File: config.mk
export PLATFORM = sky130hd
export DESIGN_NAME = pcd_override
export DESIGN_NICKNAME = d
export VERILOG_FILES = /design/src/pcd_pkg.sv /design/src/pcd_override.sv /design/src/pcd_spike_filter.sv
export SDC_FILE = /design/constraint.sdc
export NUM_CORES = 1
export LEC_CHECK = 0
export BUFFER_PORTS_ARGS = -buffer_cell sky130_fd_sc_hd__clkbuf_2
export CORE_UTILIZATION = 31
export DETAILED_ROUTE_END_ITERATION = 10
export MAX_ROUTING_LAYER = met4
export PLACE_DENSITY = 0.84
export SETUP_SLACK_MARGIN = 0.1
export SLEW_MARGIN = 10
export SYNTH_ARGS = -nofsm -noshare
export SYNTH_HDL_FRONTEND = slang
export SYNTH_SLANG_ARGS = --single-unit
File: constraint.sdc
create_clock -name i_ref_clk -period 1.43 [get_ports i_ref_clk]
set_input_delay 0.286 -clock i_ref_clk [delete_from_list [all_inputs] [get_ports i_ref_clk]]
set_output_delay 0.286 -clock i_ref_clk [all_outputs]
set_load 0.1 [all_outputs]
File: src/pcd_pkg.sv
/*
 Package for the port C / port D alternate-function override block:
 pad indices, field widths, reset values and spike-filter timing.
 Assumes the core clock runs at 250 MHz.
*/
package pcd_pkg;
   // pad widths
   localparam int PC_W = 7;
   localparam int PD_W = 8;
   // port C pad indices
   localparam int PC_SDA = 4;
   localparam int PC_SCL = 5;
   localparam int PC_RST = 6;
   // port D pad indices
   localparam int PD_RXD = 0;
   localparam int PD_TXD = 1;
   localparam int PD_IRQ0 = 2;
   localparam int PD_IRQ1 = 3;
   localparam int PD_XCK = 4;
   localparam int PD_CNT1 = 5;
   localparam int PD_CMP_POS = 6;
   localparam int PD_CMP_NEG = 7;
   // spike filter: reject pulses shorter than this
   localparam int CLK_PERIOD_PS = 4000;
   localparam int SPIKE_NS = 50;
   localparam int SPIKE_CYC = (SPIKE_NS * 1000 + CLK_PERIOD_PS - 1) / CLK_PERIOD_PS;
   localparam int SPIKE_CNT_W = 4;
   // filter output after reset: released bus reads high
   localparam logic FILT_RST_VAL = 1'b1;
endpackage

File: src/pcd_override.sv
/*
 Alternate-function override for the port C and port D pads: per-pad
 multiplexers on pull-up, direction, output value and input enable.
 Assumes peripherals sit in the same clock domain and port registers
 live outside; pad inputs are synchronous to i_ref_clk.
*/
`timescale 1ns/10ps
// Functional notes
// - Transmitter enabled: transmit pad is an output carrying serial data.
// - Receiver enabled: receive pad forced input, level routed to receiver.
// - Forced receive pad pull-up follows port bit unless global pull-up disabled.
// - Enabled external interrupt forces its pad input buffer on.
// - Shared pad feeds serial clock and counter 0; sync mode overrides its output value with the clock.
// - Two-wire enabled: override pull-up, direction, value on clock and data pads.
// - Two-wire clock and data inputs pass through spike filters.
// - Low four port C pads and counter-1 pad get no override.
// - Reset pad in use: its direction, data and pin bits read 0.
// - Two-wire enable takes the clock pad away from ordinary port control.
module pcd_override (
   // clock and reset
   input  wire logic                    i_ref_clk,
   input  wire logic                    i_rst,
   // port C general-purpose registers and pads
   input  wire logic [pcd_pkg::PC_W-1:0] i_portc_out,
   input  wire logic [pcd_pkg::PC_W-1:0] i_portc_dir,
   input  wire logic [pcd_pkg::PC_W-1:0] i_portc_pad,
   // port D general-purpose registers and pads
   input  wire logic [pcd_pkg::PD_W-1:0] i_portd_out,
   input  wire logic [pcd_pkg::PD_W-1:0] i_portd_dir,
   input  wire logic [pcd_pkg::PD_W-1:0] i_portd_pad,
   // global controls
   input  wire logic                    i_global_pullup_disable,
   input  wire logic                    i_input_buffer_disable,
   input  wire logic                    i_reset_pin_disable_fuse,
   // serial unit
   input  wire logic                    i_transmitter_enable,
   input  wire logic                    i_tx_data,
   input  wire logic                    i_receiver_enable,
   input  wire logic                    i_sync_mode_select,
   input  wire logic                    i_serial_clock_out,
   // two-wire interface
   input  wire logic                    i_two_wire_enable,
   input  wire logic                    i_tw_clock_drive,
   input  wire logic                    i_tw_data_drive,
   // external interrupt enables
   input  wire logic                    i_ext_irq_zero_enable,
   input  wire logic                    i_ext_irq_one_enable,
   // port C pad controls
   output logic [pcd_pkg::PC_W-1:0]     o_portc_pullup,
   output logic [pcd_pkg::PC_W-1:0]     o_portc_dir,
   output logic [pcd_pkg::PC_W-1:0]     o_portc_value,
   output logic [pcd_pkg::PC_W-1:0]     o_portc_input_en,
   // port D pad controls
   output logic [pcd_pkg::PD_W-1:0]     o_portd_pullup,
   output logic [pcd_pkg::PD_W-1:0]     o_portd_dir,
   output logic [pcd_pkg::PD_W-1:0]     o_portd_value,
   output logic [pcd_pkg::PD_W-1:0]     o_portd_input_en,
   // port C readback of direction, data and pin bits
   output logic [pcd_pkg::PC_W-1:0]     o_portc_dir_rd,
   output logic [pcd_pkg::PC_W-1:0]     o_portc_out_rd,
   output logic [pcd_pkg::PC_W-1:0]     o_portc_pin_rd,
   // peripheral inputs
   output logic                         o_rx_data,
   output logic                         o_serial_ext_clock,
   output logic                         o_counter0_ext_input,
   output logic                         o_counter1_ext_input,
   output logic                         o_ext_irq_zero,
   output logic                         o_ext_irq_one,
   output logic                         o_tw_clock_in,
   output logic                         o_tw_data_in,
   output logic                         o_reset_pin,
   output logic                         o_comparator_pos_input,
   output logic                         o_comparator_neg_input
);
   // override enables and values, one bit per pad
   logic [pcd_pkg::PC_W-1:0] c_pullup_override_enable;
   logic [pcd_pkg::PC_W-1:0] c_pullup_override_value;
   logic [pcd_pkg::PC_W-1:0] c_direction_override_enable;
   logic [pcd_pkg::PC_W-1:0] c_direction_override_value;
   logic [pcd_pkg::PC_W-1:0] c_port_value_override_enable;
   logic [pcd_pkg::PC_W-1:0] c_port_value_override_value;
   logic [pcd_pkg::PC_W-1:0] c_input_enable_override_enable;
   logic [pcd_pkg::PC_W-1:0] c_input_enable_override_value;
   logic [pcd_pkg::PD_W-1:0] d_pullup_override_enable;
   logic [pcd_pkg::PD_W-1:0] d_pullup_override_value;
   logic [pcd_pkg::PD_W-1:0] d_direction_override_enable;
   logic [pcd_pkg::PD_W-1:0] d_direction_override_value;
   logic [pcd_pkg::PD_W-1:0] d_port_value_override_enable;
   logic [pcd_pkg::PD_W-1:0] d_port_value_override_value;
   logic [pcd_pkg::PD_W-1:0] d_input_enable_override_enable;
   logic [pcd_pkg::PD_W-1:0] d_input_enable_override_value;
   logic                     reset_pin_used;
   logic                     pu_allow;

   assign reset_pin_used = ~i_reset_pin_disable_fuse;
   assign pu_allow       = ~i_global_pullup_disable;

   always_comb begin
      c_pullup_override_enable       = '0;
      c_pullup_override_value        = '0;
      c_direction_override_enable    = '0;
      c_direction_override_value     = '0;
      c_port_value_override_enable   = '0;
      c_port_value_override_value    = '0;
      c_input_enable_override_enable = '0;
      c_input_enable_override_value  = '0;
      // reset pad overrides follow the fuse; pc0..pc3 stay plain
      c_pullup_override_enable[pcd_pkg::PC_RST]       = i_reset_pin_disable_fuse;
      c_direction_override_enable[pcd_pkg::PC_RST]    = i_reset_pin_disable_fuse;
      c_input_enable_override_enable[pcd_pkg::PC_RST] = i_reset_pin_disable_fuse;
      // two-wire pads: open-drain, value held 0, direction is the drive
      c_pullup_override_enable[pcd_pkg::PC_SCL]     = i_two_wire_enable;
      c_pullup_override_enable[pcd_pkg::PC_SDA]     = i_two_wire_enable;
      c_pullup_override_value[pcd_pkg::PC_SCL]      = i_portc_out[pcd_pkg::PC_SCL] & pu_allow;
      c_pullup_override_value[pcd_pkg::PC_SDA]      = i_portc_out[pcd_pkg::PC_SDA] & pu_allow;
      c_direction_override_enable[pcd_pkg::PC_SCL]  = i_two_wire_enable;
      c_direction_override_enable[pcd_pkg::PC_SDA]  = i_two_wire_enable;
      c_direction_override_value[pcd_pkg::PC_SCL]   = i_tw_clock_drive;
      c_direction_override_value[pcd_pkg::PC_SDA]   = i_tw_data_drive;
      c_port_value_override_enable[pcd_pkg::PC_SCL] = i_two_wire_enable;
      c_port_value_override_enable[pcd_pkg::PC_SDA] = i_two_wire_enable;
   end

   always_comb begin
      d_pullup_override_enable       = '0;
      d_pullup_override_value        = '0;
      d_direction_override_enable    = '0;
      d_direction_override_value     = '0;
      d_port_value_override_enable   = '0;
      d_port_value_override_value    = '0;
      d_input_enable_override_enable = '0;
      d_input_enable_override_value  = '0;
      // receive pad: forced input, pull-up still from port bit
      d_pullup_override_enable[pcd_pkg::PD_RXD]    = i_receiver_enable;
      d_pullup_override_value[pcd_pkg::PD_RXD]     = i_portd_out[pcd_pkg::PD_RXD] & pu_allow;
      d_direction_override_enable[pcd_pkg::PD_RXD] = i_receiver_enable;
      // transmit pad: forced output carrying serial data
      d_pullup_override_enable[pcd_pkg::PD_TXD]     = i_transmitter_enable;
      d_direction_override_enable[pcd_pkg::PD_TXD]  = i_transmitter_enable;
      d_direction_override_value[pcd_pkg::PD_TXD]   = 1'b1;
      d_port_value_override_enable[pcd_pkg::PD_TXD] = i_transmitter_enable;
      d_port_value_override_value[pcd_pkg::PD_TXD]  = i_tx_data;
      // interrupt pads keep the input buffer alive in sleep
      d_input_enable_override_enable[pcd_pkg::PD_IRQ0] = i_ext_irq_zero_enable;
      d_input_enable_override_value[pcd_pkg::PD_IRQ0]  = 1'b1;
      d_input_enable_override_enable[pcd_pkg::PD_IRQ1] = i_ext_irq_one_enable;
      d_input_enable_override_value[pcd_pkg::PD_IRQ1]  = 1'b1;
      // sync mode puts the serial clock on the shared pad's output value; its direction stays with the port bit
      d_port_value_override_enable[pcd_pkg::PD_XCK] = i_sync_mode_select;
      d_port_value_override_value[pcd_pkg::PD_XCK]  = i_serial_clock_out;
      // counter-1 and comparator pads stay plain
   end

   // per-pad muxes: override when enabled, else port register value; input enable falls back to the global buffer control
   always_comb begin
      for (int i = 0; i < pcd_pkg::PC_W; i++) begin
         o_portc_pullup[i] = c_pullup_override_enable[i] ? c_pullup_override_value[i]
                             : (i_portc_out[i] & ~i_portc_dir[i] & pu_allow);
         o_portc_dir[i]    = c_direction_override_enable[i] ? c_direction_override_value[i]
                             : i_portc_dir[i];
         o_portc_value[i]  = c_port_value_override_enable[i] ? c_port_value_override_value[i]
                             : i_portc_out[i];
         o_portc_input_en[i] = c_input_enable_override_enable[i]
                             ? c_input_enable_override_value[i]
                             : ~i_input_buffer_disable;
      end
      for (int j = 0; j < pcd_pkg::PD_W; j++) begin
         o_portd_pullup[j] = d_pullup_override_enable[j] ? d_pullup_override_value[j]
                             : (i_portd_out[j] & ~i_portd_dir[j] & pu_allow);
         o_portd_dir[j]    = d_direction_override_enable[j] ? d_direction_override_value[j]
                             : i_portd_dir[j];
         o_portd_value[j]  = d_port_value_override_enable[j] ? d_port_value_override_value[j]
                             : i_portd_out[j];
         o_portd_input_en[j] = d_input_enable_override_enable[j]
                             ? d_input_enable_override_value[j]
                             : ~i_input_buffer_disable;
      end
   end

   // reads of the reset pad bits return 0 while it serves as reset
   always_comb begin
      o_portc_dir_rd = i_portc_dir;
      o_portc_out_rd = i_portc_out;
      o_portc_pin_rd = i_portc_pad & o_portc_input_en;
      if (reset_pin_used) begin
         o_portc_dir_rd[pcd_pkg::PC_RST] = 1'b0;
         o_portc_out_rd[pcd_pkg::PC_RST] = 1'b0;
         o_portc_pin_rd[pcd_pkg::PC_RST] = 1'b0;
      end
   end

   // reset pad routed to reset circuit only while fuse unprogrammed
   assign o_reset_pin = reset_pin_used & i_portc_pad[pcd_pkg::PC_RST];

   // usart and counter inputs; the shared pad feeds both consumers
   assign o_rx_data            = i_portd_pad[pcd_pkg::PD_RXD];
   assign o_serial_ext_clock   = i_portd_pad[pcd_pkg::PD_XCK];
   assign o_counter0_ext_input = i_portd_pad[pcd_pkg::PD_XCK];
   assign o_counter1_ext_input = i_portd_pad[pcd_pkg::PD_CNT1];
   // gated by input enable so a disabled buffer reads 0
   assign o_ext_irq_zero = i_portd_pad[pcd_pkg::PD_IRQ0] & o_portd_input_en[pcd_pkg::PD_IRQ0];
   assign o_ext_irq_one  = i_portd_pad[pcd_pkg::PD_IRQ1] & o_portd_input_en[pcd_pkg::PD_IRQ1];
   // analog taps; digital side is left to software setup
   assign o_comparator_pos_input = i_portd_pad[pcd_pkg::PD_CMP_POS];
   assign o_comparator_neg_input = i_portd_pad[pcd_pkg::PD_CMP_NEG];

   // filters add SPIKE_CYC cycles of latency; short glitches never reach the bus logic
   pcd_spike_filter #(
      .CYC (pcd_pkg::SPIKE_CYC)
   ) u_scl_filt (
      .i_ref_clk (i_ref_clk),
      .i_rst     (i_rst),
      .i_raw     (i_portc_pad[pcd_pkg::PC_SCL]),
      .o_filt    (o_tw_clock_in)
   );

   pcd_spike_filter #(
      .CYC (pcd_pkg::SPIKE_CYC)
   ) u_sda_filt (
      .i_ref_clk (i_ref_clk),
      .i_rst     (i_rst),
      .i_raw     (i_portc_pad[pcd_pkg::PC_SDA]),
      .o_filt    (o_tw_data_in)
   );
endmodule

File: src/pcd_spike_filter.sv
/*
 Spike filter for one two-wire pad input.
 Assumes the input is already synchronous to i_ref_clk.
*/
`timescale 1ns/10ps
module pcd_spike_filter #(
   parameter int unsigned CYC = pcd_pkg::SPIKE_CYC
) (
   // clock and reset
   input  wire logic i_ref_clk,
   input  wire logic i_rst,
   // pad level in, filtered level out
   input  wire logic i_raw,
   output logic      o_filt
);
   logic [pcd_pkg::SPIKE_CNT_W-1:0] cnt_q;
   logic [pcd_pkg::SPIKE_CNT_W-1:0] cnt_d;
   logic                            filt_q;
   logic                            filt_d;

   // output changes only after the input has differed for CYC cycles
   always_comb begin
      cnt_d  = '0;
      filt_d = filt_q;
      if (i_raw != filt_q) begin
         if (cnt_q == pcd_pkg::SPIKE_CNT_W'(CYC - 1)) begin
            filt_d = i_raw;
         end else begin
            cnt_d = cnt_q + 1'b1;
         end
      end
   end

   always_ff @(posedge i_ref_clk) begin
      if (i_rst) begin
         cnt_q  <= '0;
         filt_q <= pcd_pkg::FILT_RST_VAL;
      end else begin
         cnt_q  <= cnt_d;
         filt_q <= filt_d;
      end
   end

   assign o_filt = filt_q;
endmodule

==> results of run 1 <==
metrics by stage:
stage	worst slack, ns	hold WS (ns)	instance area, um2	TNS, ns
after CTS	0.0491	0.290	3250	0
after global placement	0.0277	0.442	3120	0
after floorplan	-0.386	0.386	1490	-3.79
after detailed placement	-0.0292	0.477	3120	-0.107
cells in the mapped netlist, drive strengths merged (2+ instances only):
cell type  instances
xnor2              4
ha                 4
o21ai              2
xor2               2
nor3b             14
inv                9
a21oi              2
buf               51
and3               2
and2               4
a21o               2
dfxtp             10
or3                2
nor2b             13
nor2               9
nand3              2
mux2               2
nand2b             2
cell families after synthesis:
family,Yosys count,synth area share [%]
other cells,1,0.337
fa+ha+maj,4,4.50
simple gates,50,29.5
compound gates,6,3.15
mux,2,2.02
flops,10,18.0
xor+xnor,6,4.72
buf+inv,61,37.8
what timing repair did:
item | CTS
cloned | 0
gates resized for setup | 19
buffers inserted | 4
pin swaps | 5
setup endpoints to repair | 38
==> reports/results.tsv, run 1 <==
metric	value	unit
outcome	aborted with a tool error	
haltStage	global routing (5_1_grt)	
firstError	[ERROR DPL-0033] detailed placement checks failed during check placement.	
yosys_warnings	0	
synth_edf_count	0	
synth-seq-area-share	18.0	%
synthesis.area	1110	um2
holdBufCountCts	0	
numCtsBuffers	3	
ios	152	
grt_max_degree	13	
cts.sinks	10	
cts.path.max_buffers	2	
synth.area.top_cells	buf_4 34%, dfxtp_1 18%, nor3b_1 9.4%, nor2b_1 7.3%, ha_1 4.5%	
fp.dieH	61.9	um
synth_seq_cells	10	
async_reset_ff_share	0	%
ctsRootBufferMaster	clkbuf_4	
grt-worst-endpoint	o_portc_pullup[3]	
endpoint_type	primary output	
synth_top_area_cell	buf_4	
postSynthAreaPerCell	7.95	um2
synth_top_area_share	34.4	%
synth_nets	204	
port_buffers	138	
antenna_found_initial	0	
detailed_place_hpwl	4930	um
ys_types	22	
start_util	32.8	%
place.gp.congestion	0.709	
rows	21	
die_w	61.9	um
synthCells	140	
synth_ff_type	dfxtp_1	
dpl.cell_count	281	
htreeDepth	1	
==> run 2, diff against run 1 <==
- CORE_AREA: unset -> 2 2 63 65
- CORE_UTILIZATION: 31 -> unset
- DIE_AREA: unset -> 0 0 65 67
- MAX_ROUTING_LAYER: met4 -> unset
- PLACE_DENSITY: 0.84 -> unset
- PLACE_DENSITY_LB_ADDON: unset -> 0.15
- SETUP_SLACK_MARGIN: 0.1 -> unset
==> reports/results.tsv, run 2 <==
metric	value	unit	change
synth_compound_area_share	3.15	%	unchanged
fin_nets	300		
synth_edf_count	0		unchanged
finalHoldViolCount	0		
die_area	4360	um2	
dr_total_vias	1234		
min_to	u_scl_filt.o_filt		
ant_nets	0		
htreeDepth	1		unchanged
cp-end-kind	output pin		
pre_cts_slack	0.0610	ns	+0.0902 ns
yosys.area_share.simple	29.5	%	unchanged
yosys_warnings	0		unchanged
synthesis.area	1110	um2	unchanged
skew	0.00150	ns	
cp-startpoint	i_global_pullup_disable		
period_share	95.3	%	
cts.sinks	10		unchanged
synth-seq-area-share	18.0	%	unchanged
ys_types	22		unchanged
post-route-util	86.0	%	
drcViolationCount	0		
power_density	775	nW/um2	
sw_frac_of_total	52.7	%	
fill_cells	163		
postSynthAreaPerCell	7.95	um2	unchanged
ios	152		unchanged
synthAdderAreaFrac	4.50	%	unchanged
clk_latency	0.23	ns	
synth_most_common_cell	buf_4		
dpl.cell_count	279		-0.71%
antenna_found_initial	0		
grt_pass1_vias	1305		
rows	22		+4.8%
layout_common_cells	86 x buf_12, 53 x clkbuf_2, 14 x nor3b_4		
drtPass1Iterations	4		
synth_seq_cells	10		unchanged
holdPathStages	3		
cts.path.max_buffers	2		unchanged
synth.area.mux_share	2.02	%	unchanged
numCtsBuffers	3		unchanged
finalWirelength	4830	um	
clkTransAtPathRegs	0.05	ns	
setup_viol_count_final	0		
layout_commonest_cell	buf_12		
path_class	in -> out		
maxSlewViolCount	0		
synth-xor-area-share	4.72	%	unchanged
cp-start-kind	input port		
max-cap-violations	0		
ctsRootBufferMaster	clkbuf_8		
async_reset_ff_share	0	%	unchanged
die_w	65	um	+5.0%
grt_pass1_wl	7400	um	
setup_ws	0.0674	ns	
grt_setup_unrepaired	no		
wl_per_cell	17.1	um	
cts_tree	done		
seq_power_share	12.2	%	
grt_max_degree	13		
core_region_area	3610	um2	
port_buffers	138		unchanged
combinationalPowerShare	73.6	%	
worstPathRequired	1.14	ns	
p_leak	1.44	nW	
rr_worst_depth	5		
synth.area.top_cells	buf_4 34%, dfxtp_1 18%, nor3b_1 9.4%, nor2b_1 7.3%, ha_1 4.5%		
detailed_place_hpwl	4440	um	-10%
p_switching	1.27	mW	
layout-drive-gt1-share	81.7	%	
r2r_setup_slack	0.08	ns	
holdBufCountCts	0		unchanged
power.share.clock	14.2	%	
area_growth	179	%	
start_util	30.8	%	-2.0 points
place.gp.congestion	0.729		+2.8%
path_max_fanout	9		
r2r_start	u_sda_filt.cnt_q[0]		
fp.dieH	67	um	+8.2%
intPower	1.14	mW	
peakVddDrop	0.000746	V	
max_freq	734	MHz	
cts_setup_buffers	0		-4
synth_top_area_cell	buf_4		
timing.rr.end	u_sda_filt.cnt_q[3]		
synth_top_area_share	34.4	%	unchanged
synth_top_family_by_area	buffers and inverters		
netlist_top_cells_count	51 x buf_4, 14 x nor3b_1, 13 x nor2b_1, 10 x dfxtp_1		
synthCells	140		unchanged
outcome	completed		
synth_ff_type	dfxtp_1		
antennaDiodeCount	0		
finalNonFillerCells	283		
total_power	2.40	mW	
largest_registers	u_scl_filt.cnt_q x4, u_sda_filt.cnt_q x4		
synth_nets	204		unchanged
post_cts_resized	0		-19
fin_crit	1.36	ns	
hp-start	i_rst		
drtIter0Drc	28		
viasPerCell	4.36		
critPathArrivalTime	1.08	ns	
grt_usage	22.3	%	
worst_hold_path_type	in -> reg		
overflow	0		
[run 2: cell counts after synthesis]
No cell type changed its count.
[run 2: critical path: stages]
cell,delay [ns]
clkbuf_2,0.16
buf_12,0.19
nor3b_4,0.23
buf_12,0.21
[run 2: metrics by stage]
stage | hold slack (ns) | TNS, ns | instance area, um2
floorplan | 0.386 | -3.88 | 1430
global placement | 0.441 | 0 | 3040
detailed placement | 0.451 | 0 | 3040
CTS | 0.301 | 0 | 3090
global route | 0.339 | 0 | 3100
finish | 0.311 | 0 | 3100
[run 2: cell type report]
type                            count  area, um2  share of cell area [%]
Clock buffer                        4       55.1                    1.78
Sequential cell                    10        206                    6.66
Timing Repair Buffer              143       2020                    65.1
Tap cell                           48       60.1                    1.94
Inverter                            9       37.5                    1.21
Multi-Input combinational cell     69        724                    23.4
[run 2: cell families after synthesis]
logic type / count (synthesis)
and+or+nand+nor: 50
other: 1
muxes: 2
DFF: 10
buffers and inverters: 61
adders and majority gates: 4
xor gates and xnor gates: 6
AOI/OAI and AO/OA: 6
[run 2: worst max-delay path by stage]
stage | depth (start not counted) | endpoint | slack [ns]
final | 4 | o_portc_pullup[3] | 0.07
after global routing | 5 | u_sda_filt.cnt_q[2] | 0.01
after CTS | 5 | u_sda_filt.cnt_q[3] | 0.02
after detailed placement | 5 | u_sda_filt.cnt_q[3] | 0.06
after global placement | 4 | o_portd_pullup[1] | 0.08
after floorplan | 2 | o_portd_pullup[1] | -0.39
[run 2: metal layers]
metal	share of wire (%)	GRT usage [%]	up-vias
met3	7.2	3.72	6
met5	0	0	-
met4	1.1	3.72	0
met2	55	43.8	75
met1	36	25.2	566
li1	-	-	587
[run 2: power by group through the flow]
stage	combinational [mW]	clock, mW	sequential, mW
after CTS	1.78	0.352	0.291
after global placement	1.75	0	0.295
final	1.77	0.342	0.293
after detailed placement	1.77	0	0.296
after floorplan	1.25	0	0.294
after global routing	1.81	0.361	0.293
Power figures use the tool's default switching activity.
